--- config.mk ---
export PLATFORM = sky130hd
export DESIGN_NAME = scbc_ctrl
export DESIGN_NICKNAME = d
export VERILOG_FILES = /design/src/hw/scbc_sync.v /design/src/hw/scbc_ctrl.v
export VERILOG_INCLUDE_DIRS = /design/src /design/src/hw
export SDC_FILE = /design/constraint.sdc
export NUM_CORES = 1
export LEC_CHECK = 0
export BUFFER_PORTS_ARGS = -buffer_cell sky130_fd_sc_hd__buf_4
export CAP_MARGIN = 10
export CORE_MARGIN = 2
export CORE_UTILIZATION = 55
export DETAILED_ROUTE_END_ITERATION = 10
export PLACE_DENSITY = 0.8
export SLEW_MARGIN = 30
export SYNTH_ARGS = -nofsm -noshare
export SYNTH_HDL_FRONTEND = slang
export SYNTH_SLANG_ARGS = --single-unit
--- constraint.sdc ---
create_clock -name sys_clk -period 2.7 [get_ports sys_clk]
set_clock_uncertainty 0.2 [all_clocks]
set_input_delay 0.27 -clock sys_clk [delete_from_list [all_inputs] [get_ports sys_clk]]
set_output_delay 0.27 -clock sys_clk [all_outputs]
set_load 0.05 [all_outputs]
--- src/hw/scbc_consts.vh ---
// Constants for the clock buffer serial control block
`ifndef SCBC_CONSTS_VH
`define SCBC_CONSTS_VH

`define SCBC_IDX_OUT_EN       8'h00
`define SCBC_IDX_MODE_AMP     8'h01
`define SCBC_IDX_SLEW         8'h02
`define SCBC_IDX_FREQ         8'h03
`define SCBC_NUM_REGS         4

`define SCBC_RST_OUT_EN       8'hff
`define SCBC_RST_MODE_AMP     8'h06
`define SCBC_RST_SLEW         8'hff
`define SCBC_RST_FREQ         8'hc7

// Writable bit masks; other bits are fixed reserved values
`define SCBC_WMASK_OUT_EN     8'h6a
`define SCBC_WMASK_MODE_AMP   8'h3b
`define SCBC_WMASK_SLEW       8'h6a
`define SCBC_WMASK_FREQ       8'h39

`define SCBC_BIT_OE3          6
`define SCBC_BIT_OE2          5
`define SCBC_BIT_OE1          3
`define SCBC_BIT_OE0          1
`define SCBC_BIT_PLL_SW       5
`define SCBC_BIT_FSEL_EN      5
`define SCBC_BIT_FB_SLEW      0

`define SCBC_PLL_LO_BW        2'h0
`define SCBC_PLL_BYPASS       2'h1
`define SCBC_PLL_HI_BW        2'h3
`define SCBC_FSEL_100M        2'h0

// Byte count reported at the start of a block read
`define SCBC_READ_COUNT       8'h04

// Target addresses per strap level
`define SCBC_ADDR_STRAP_LO    7'h6b
`define SCBC_ADDR_STRAP_MID   7'h6c
`define SCBC_ADDR_STRAP_HI    7'h6d

`endif

--- src/hw/scbc_sync.v ---
// Two-flop synchroniser for a group of asynchronous inputs
`timescale 1ns/1ns
module scbc_sync
#(
  parameter WIDTH = 2
)
(
  input  wire             sys_clk,
  input  wire             sys_rst,
  input  wire [WIDTH-1:0] async_in,
  output wire [WIDTH-1:0] sync_out
);
  reg [WIDTH-1:0] meta_ff;
  reg [WIDTH-1:0] sync_ff;

  genvar i;
  generate
    for (i = 0; i < WIDTH; i = i + 1)
    begin : g_bit
      always @(posedge sys_clk or posedge sys_rst)
      begin
        if (sys_rst)
        begin
          meta_ff[i] <= 1'b1;
          sync_ff[i] <= 1'b1;
        end
        else
        begin
          meta_ff[i] <= async_in[i];
          sync_ff[i] <= meta_ff[i];
        end
      end
    end
  endgenerate

  assign sync_out = sync_ff;
endmodule // scbc_sync

--- src/hw/scbc_ctrl.v ---
// Serial target interface and control registers of a clock fan-out buffer
`timescale 1ns/1ns
`include "scbc_consts.vh"
module scbc_ctrl
(
  input  wire       sys_clk,
  input  wire       sys_rst,
  input  wire       scl_in,
  input  wire       sda_in,
  output wire       sda_out,
  output wire       sda_oe,
  input  wire [1:0] target_addr_strap,
  input  wire [1:0] pll_mode_strap,
  input  wire [3:0] out_enable_pin_n,
  output reg  [3:0] clock_output_pair_run,
  output reg  [1:0] pll_mode_active,
  output reg  [1:0] amplitude_sel,
  output reg  [3:0] edge_rate_out,
  output reg        edge_rate_feedback,
  output reg  [1:0] rate_choice_active
);
  // ****************************************************************
  // Input synchronisation
  // ****************************************************************
  // Straps and enable pins share the synchroniser with the bus pins
  wire [9:0] pin_sync;
  wire       scl_s        = pin_sync[1];
  wire       sda_s        = pin_sync[0];
  wire [1:0] mode_strap_s = pin_sync[3:2];
  wire [1:0] addr_strap_s = pin_sync[5:4];
  wire [3:0] oen_pin_s    = pin_sync[9:6];

  scbc_sync #(.WIDTH(10)) u_sync
  (
    .sys_clk  (sys_clk),
    .sys_rst  (sys_rst),
    .async_in ({out_enable_pin_n, target_addr_strap, pll_mode_strap,
                scl_in, sda_in}),
    .sync_out (pin_sync)
  );

  reg scl_d_ff;
  reg sda_d_ff;
  always @(posedge sys_clk or posedge sys_rst)
  begin
    if (sys_rst)
    begin
      scl_d_ff <= 1'b1;
      sda_d_ff <= 1'b1;
    end
    else
    begin
      scl_d_ff <= scl_s;
      sda_d_ff <= sda_s;
    end
  end

  wire scl_rise = scl_s & ~scl_d_ff;
  wire scl_fall = ~scl_s & scl_d_ff;
  wire start_c  = scl_s & scl_d_ff & ~sda_s & sda_d_ff;
  wire stop_c   = scl_s & scl_d_ff & sda_s & ~sda_d_ff;

  // ****************************************************************
  // Strap capture, three cycles after reset release
  // ****************************************************************
  reg [1:0] strap_cnt_ff;
  reg [6:0] own_addr_ff;
  reg [1:0] pll_latch_ff;
  always @(posedge sys_clk or posedge sys_rst)
  begin
    if (sys_rst)
    begin
      strap_cnt_ff <= 2'h0;
      own_addr_ff  <= `SCBC_ADDR_STRAP_LO;
      pll_latch_ff <= `SCBC_PLL_LO_BW;
    end
    else
    begin
      if (strap_cnt_ff != 2'h3)
        strap_cnt_ff <= strap_cnt_ff + 2'h1;
      // Wait until the strap levels have crossed the synchroniser
      if (strap_cnt_ff == 2'h2)
      begin
        // Strap code: 00 low, 01 middle, 1x high
        case (addr_strap_s)
          2'h0:    own_addr_ff <= `SCBC_ADDR_STRAP_LO;
          2'h1:    own_addr_ff <= `SCBC_ADDR_STRAP_MID;
          default: own_addr_ff <= `SCBC_ADDR_STRAP_HI;
        endcase
        case (mode_strap_s)
          2'h0:    pll_latch_ff <= `SCBC_PLL_LO_BW;
          2'h1:    pll_latch_ff <= `SCBC_PLL_BYPASS;
          default: pll_latch_ff <= `SCBC_PLL_HI_BW;
        endcase
      end
    end
  end

  // ****************************************************************
  // Serial target state machine
  // ****************************************************************
  localparam ST_IDLE  = 3'h0;
  localparam ST_RECV  = 3'h1;
  localparam ST_ACK   = 3'h2;
  localparam ST_SEND  = 3'h3;
  localparam ST_RACK  = 3'h4;
  localparam ST_WAIT  = 3'h5;

  // Phase of a received byte: address, index, count, data
  localparam PH_ADDR  = 2'h0;
  localparam PH_INDEX = 2'h1;
  localparam PH_COUNT = 2'h2;
  localparam PH_DATA  = 2'h3;

  localparam [7:0] READ_COUNT = `SCBC_READ_COUNT;

  reg [2:0] state_ff;
  reg [1:0] phase_ff;
  reg [7:0] shift_ff;
  reg [3:0] bitcnt_ff;
  reg [7:0] index_ff;
  reg       rd_first_ff;
  reg       sda_oe_ff;
  reg       load_pending_ff;
  reg [7:0] regs_ff [0:`SCBC_NUM_REGS-1];

  wire [7:0] rx_byte = {shift_ff[6:0], sda_s};

  // Register read view: bits 7:6 of register 1 always show the latch
  reg [7:0] rd_data;
  always @*
  begin
    rd_data = 8'hff;
    if (index_ff < `SCBC_NUM_REGS)
      rd_data = regs_ff[index_ff[1:0]];
    if (index_ff == `SCBC_IDX_MODE_AMP)
      rd_data = {pll_latch_ff, regs_ff[1][5:0]};
  end

  reg [7:0] wmask;
  always @*
  begin
    case (index_ff)
      `SCBC_IDX_OUT_EN:   wmask = `SCBC_WMASK_OUT_EN;
      `SCBC_IDX_MODE_AMP: wmask = `SCBC_WMASK_MODE_AMP;
      `SCBC_IDX_SLEW:     wmask = `SCBC_WMASK_SLEW;
      `SCBC_IDX_FREQ:     wmask = `SCBC_WMASK_FREQ;
      default:            wmask = 8'h00;
    endcase
  end

  integer k;
  always @(posedge sys_clk or posedge sys_rst)
  begin
    if (sys_rst)
    begin
      state_ff    <= ST_IDLE;
      phase_ff    <= PH_ADDR;
      shift_ff    <= 8'h00;
      bitcnt_ff   <= 4'h0;
      index_ff    <= 8'h00;
      rd_first_ff <= 1'b0;
      sda_oe_ff   <= 1'b0;
      regs_ff[0]  <= `SCBC_RST_OUT_EN;
      regs_ff[1]  <= `SCBC_RST_MODE_AMP;
      regs_ff[2]  <= `SCBC_RST_SLEW;
      regs_ff[3]  <= `SCBC_RST_FREQ;
    end
    else if (stop_c)
    begin
      state_ff  <= ST_IDLE;
      sda_oe_ff <= 1'b0;
    end
    else if (start_c)
    begin
      // Repeated start keeps the index written earlier
      state_ff  <= ST_RECV;
      phase_ff  <= PH_ADDR;
      bitcnt_ff <= 4'h0;
      sda_oe_ff <= 1'b0;
    end
    else
    begin
      case (state_ff)
        ST_IDLE:
          sda_oe_ff <= 1'b0;
        ST_RECV:
          if (scl_rise)
          begin
            shift_ff  <= rx_byte;
            bitcnt_ff <= bitcnt_ff + 4'h1;
            if (bitcnt_ff == 4'h7)
            begin
              state_ff  <= ST_ACK;
              bitcnt_ff <= 4'h0;
              case (phase_ff)
                PH_ADDR:
                  if (rx_byte[7:1] != own_addr_ff)
                    state_ff <= ST_WAIT;
                  else
                    rd_first_ff <= rx_byte[0];
                PH_INDEX:
                  index_ff <= rx_byte;
                PH_COUNT:
                  ;
                default:
                begin
                  // Store into consecutive registers
                  for (k = 0; k < `SCBC_NUM_REGS; k = k + 1)
                    if (index_ff == k)
                      regs_ff[k] <= (regs_ff[k] & ~wmask) |
                                    (rx_byte & wmask);
                end
              endcase
            end
          end
        ST_ACK:
          if (scl_fall)
          begin
            if (!sda_oe_ff)
              sda_oe_ff <= 1'b1;
            else
            begin
              sda_oe_ff <= 1'b0;
              if (phase_ff == PH_ADDR && rd_first_ff)
              begin
                // Count goes out before any register data
                state_ff <= ST_SEND;
                shift_ff <= `SCBC_READ_COUNT;
                sda_oe_ff <= ~READ_COUNT[7];
              end
              else
              begin
                state_ff <= ST_RECV;
                if (phase_ff == PH_DATA)
                  index_ff <= index_ff + 8'h1;
                else
                  phase_ff <= phase_ff + 2'h1;
              end
            end
          end
        ST_SEND:
          if (scl_fall)
          begin
            bitcnt_ff <= bitcnt_ff + 4'h1;
            if (bitcnt_ff == 4'h7)
            begin
              state_ff  <= ST_RACK;
              bitcnt_ff <= 4'h0;
              sda_oe_ff <= 1'b0;
            end
            else
            begin
              shift_ff  <= {shift_ff[6:0], 1'b0};
              sda_oe_ff <= ~shift_ff[6];
            end
          end
        ST_RACK:
          if (scl_rise)
          begin
            // A nack ends the read; wait for the stop
            if (sda_s)
              state_ff <= ST_WAIT;
            else if (rd_first_ff)
              rd_first_ff <= 1'b0;
            else
              index_ff <= index_ff + 8'h1;
          end
          else if (scl_fall && load_pending_ff)
          begin
            // Next byte's MSB goes out as the ack clock falls
            state_ff  <= ST_SEND;
            shift_ff  <= rd_data;
            sda_oe_ff <= ~rd_data[7];
          end
        ST_WAIT:
          sda_oe_ff <= 1'b0;
        default:
          state_ff <= ST_IDLE;
      endcase
    end
  end

  // Host ack seen; held until the clock falls and the next byte loads
  always @(posedge sys_clk or posedge sys_rst)
  begin
    if (sys_rst)
      load_pending_ff <= 1'b0;
    else
      load_pending_ff <= (state_ff == ST_RACK) &&
                         (load_pending_ff || (scl_rise && !sda_s));
  end

  assign sda_out = 1'b0;
  assign sda_oe  = sda_oe_ff;

  // ****************************************************************
  // Control outputs
  // ****************************************************************
  wire [3:0] oe_bits = {regs_ff[0][`SCBC_BIT_OE3], regs_ff[0][`SCBC_BIT_OE2],
                        regs_ff[0][`SCBC_BIT_OE1], regs_ff[0][`SCBC_BIT_OE0]};
  wire [3:0] slew_bits = {regs_ff[2][6], regs_ff[2][5],
                          regs_ff[2][3], regs_ff[2][1]};
  always @(posedge sys_clk or posedge sys_rst)
  begin
    if (sys_rst)
    begin
      clock_output_pair_run <= 4'h0;
      pll_mode_active       <= `SCBC_PLL_LO_BW;
      amplitude_sel         <= 2'h2;
      edge_rate_out         <= 4'hf;
      edge_rate_feedback    <= 1'b1;
      rate_choice_active    <= `SCBC_FSEL_100M;
    end
    else
    begin
      // A zero enable bit forces low regardless of the pin
      clock_output_pair_run <= oe_bits & ~oen_pin_s;
      pll_mode_active <= regs_ff[1][`SCBC_BIT_PLL_SW] ?
                         regs_ff[1][4:3] : pll_latch_ff;
      amplitude_sel      <= regs_ff[1][1:0];
      edge_rate_out      <= slew_bits;
      edge_rate_feedback <= regs_ff[3][`SCBC_BIT_FB_SLEW];
      rate_choice_active <= regs_ff[3][`SCBC_BIT_FSEL_EN] ?
                            regs_ff[3][4:3] : `SCBC_FSEL_100M;
    end
  end

endmodule // scbc_ctrl

==> metrics.txt <==
Tcrit/Tclk final=90.8%; syn_nets=between 400 and 500; Place WS=approximately 270 ps; top cells by area, synth=dfrtp_1 (27%), dfstp_2 (26%), mux2_2 (8.1%), ha_1 (3.0%), mux4_2 (2.9%); R2R Setup Slk=250 ps; # diodes=0; Ports=29; commonest register cell after synthesis=dfrtp_1; via/cell ratio=5.89; vias in the first global route=3152; CTS sink count=95; VDD IR-drop max=567 uV; Final Slew Violations=0; die area=a little over 0.009 mm^2; port bufs=27; Starting Density=a little under three fifths; final core occ=around 64%; PwrDens=653 mW/mm^2; hpwl dp=between 6 and 7 mm; Seq/Total Area, Yosys=53.0%; post-route ant nets=0; Finish-stage setup viols=0; Post-synth top cells=dfrtp_1 (49), dfstp_2 (46), mux2_2 (33), nor2_1 (28); post-synth cell types=70; number of H-tree levels=3; DRT Pass-1 Iters=4; CP arrival=2540 ps; Critical Path Source Type=flip-flop; WS Path Type=reg -> reg; Iter 0 DRT Violations=320; most common cell in the netlist=dfrtp_1; die width=95.4 um; Reg clk slew, reported paths=100 ps; area of the multi-input gates=0.00201 mm^2; layout cells sized above 1=35.6%; register area=~0.0024 mm^2; status=complete, no violations; Core Footprint=0.00818 mm^2; Placer Congestion=0.925; # Max-Cap Violations=0; Synth Cell Area=between 0.004 and 0.005 mm^2; Ys Warns=0; f_max=0.408 GHz; hold slack=148 ps; HP Start=u_sync.meta_ff[1]$_DFF_PP1_; DRC=0; Final Instance Count excl. Fillers=537; largest net degree at the start of global routing=between 90 and 100; Congestion Overflow GR=0; # fillers=621; synthesized area per cell=12.0 um^2; Slew HR=between 60% and 70%; setup TNS=0 ps; final WL=9.59 mm; Required @ worst endpoint=2790 ps; synthesis-to-finish area growth=14.3%; # placed instances=510; Worst Max-Slew Pin Slew=529 ps; worst hold path class=reg -> reg; number of core rows=33; Min Clock Period, post-route=2450 ps; worst-skew pair later-pin latency=360 ps; CTS Buf Count=9; #FFs+latches synth=95; final hold violations=0; Pleak=2.28 nW; cell taking the most area after synthesis=dfrtp_1; Cells after Synth=around 380; top-area cell type share of the netlist area=26.7%; PostCTS Resize Cnt=0; Synth async-reset ratio=100%; unrepaired setup endpoints after global routing=no; fin nets=450; Post-synth EDFFs=0; Critical R2R Launch=state_ff[1]$_DFFE_PP0P_; Final WS setup=249 ps; root buf cell=clkbuf_8; Setup crit end kind=flip-flop; origin of the worst setup path=state_ff[1]$_DFFE_PP0P_; CTS tree=done; Crit Path Max Fanout=13; Vias=3165; die extent in y=95.4 um; first-pass GRT wire length=between 15 and 20 mm; initial antenna violation count=0; total track usage=22.8%; clock tree buffer depth=2; Avg WL per Cell=17.9 um
## critical path, cell delays in order (launching register included)
cell and delay (ps):
dfrtp_1 520, or3b_4 490, nor2_4 170, and3_1 240
and2_0 360, mux2_2 390
## report_power, final
part           switching [W]  internal [W]
Sequential          0.000200       0.00155
Clock               0.000533      0.000386
Combinational       0.000426      0.000332
## path summary, 6_finish.rpt
| path | depth (start not counted) | to |
|---|---|---|
| min in group asynchronous | 4 | sda_oe$_DFFE_PP0P_ |
| worst max-delay path | 5 | flip-flop |
| max in group asynchronous | 4 | asynchronous set/reset pin |
| worst max register to register | 5 | flip-flop |
| worst min-delay path | 0 | u_sync.sync_out[1]$_DFF_PP1_ |
| worst min register to register | 0 | u_sync.sync_out[1]$_DFF_PP1_ |
## repair_timing
| action | CTS | global route |
|---|---|---|
| endpoints found under the hold margin | 59 | 0 |
| setup buffers | 0 | 0 |
| hold buffers | 11 | 0 |
## layer usage
layer / up-vias / part of all wire (%) / global-route usage (%)
li1: 1482 / - / -
met1: 1563 / 45 / 32.2
met2: 105 / 48 / 36.7
met3: 15 / 5.5 / 3.72
met4: 0 / 1.3 / 6.67
met5: - / 0 / 0
## final cells by class
class                   count  share of cell area (%)
flip-flops and latches     95                    46.4
multi-input cells         256                    38.2
repair buffers             51                    8.05
clock buffers              10                    2.62
well taps                 105                    2.50
clock inverters             6                    1.19
inverters                  14                    1.07
## cell families after synthesis
kind of cell	synth area share, %
adder cells (fa/ha/maj)	2.99
buffers and inverters	3.35
AO/OA/AOI/OAI	12.7
AND/OR/NAND/NOR	13.9
multiplexers	13.0
XOR/XNOR	0.953
flip-flops	53.0
other	0.0816
## metrics by stage
stage	cell area, um^2	power (W)
2_1_floorplan	4600	0.00227
3_3_place_gp	4940	0.00249
3_5_place_dp	4940	0.00250
4_1_cts	5250	0.00344
5_1_grt	5250	0.00360
6_report	5250	0.00343
## cells in the final DEF (no fill, tap or decap), types with 4 or more instances in the layout
| cell type | synthesis | layout |
|---|---|---|
| a211oi_1 | 7 | 7 |
| a2bb2oi_1 | 4 | 4 |
| nand4_1 | 4 | 4 |
| o21ai_0 | 12 | 12 |
| o31ai_1 | 4 | 4 |
| mux2_2 | 33 | 33 |
| inv_1 | 14 | 13 |
| buf_4 | 4 | 39 |
| a31oi_1 | 6 | 6 |
| dfrtp_1 | 49 | 49 |
| mux2i_1 | 8 | 8 |
| nor3_1 | 7 | 7 |
| mux4_2 | 6 | 6 |
| xnor2_1 | 4 | 4 |
| nand2b_1 | 7 | 7 |
| a21oi_1 | 14 | 14 |
| dfstp_2 | 46 | 46 |
| nor2b_1 | 11 | 11 |
| nand2_1 | 14 | 14 |
| clkbuf_8 | 0 | 10 |
| nor2_1 | 28 | 28 |
| dlygate4sd3_1 | 0 | 11 |
| nand3_1 | 6 | 6 |
| ha_1 | 11 | 11 |
| a21o_1 | 4 | 4 |
(Power assumes the default switching activity.)
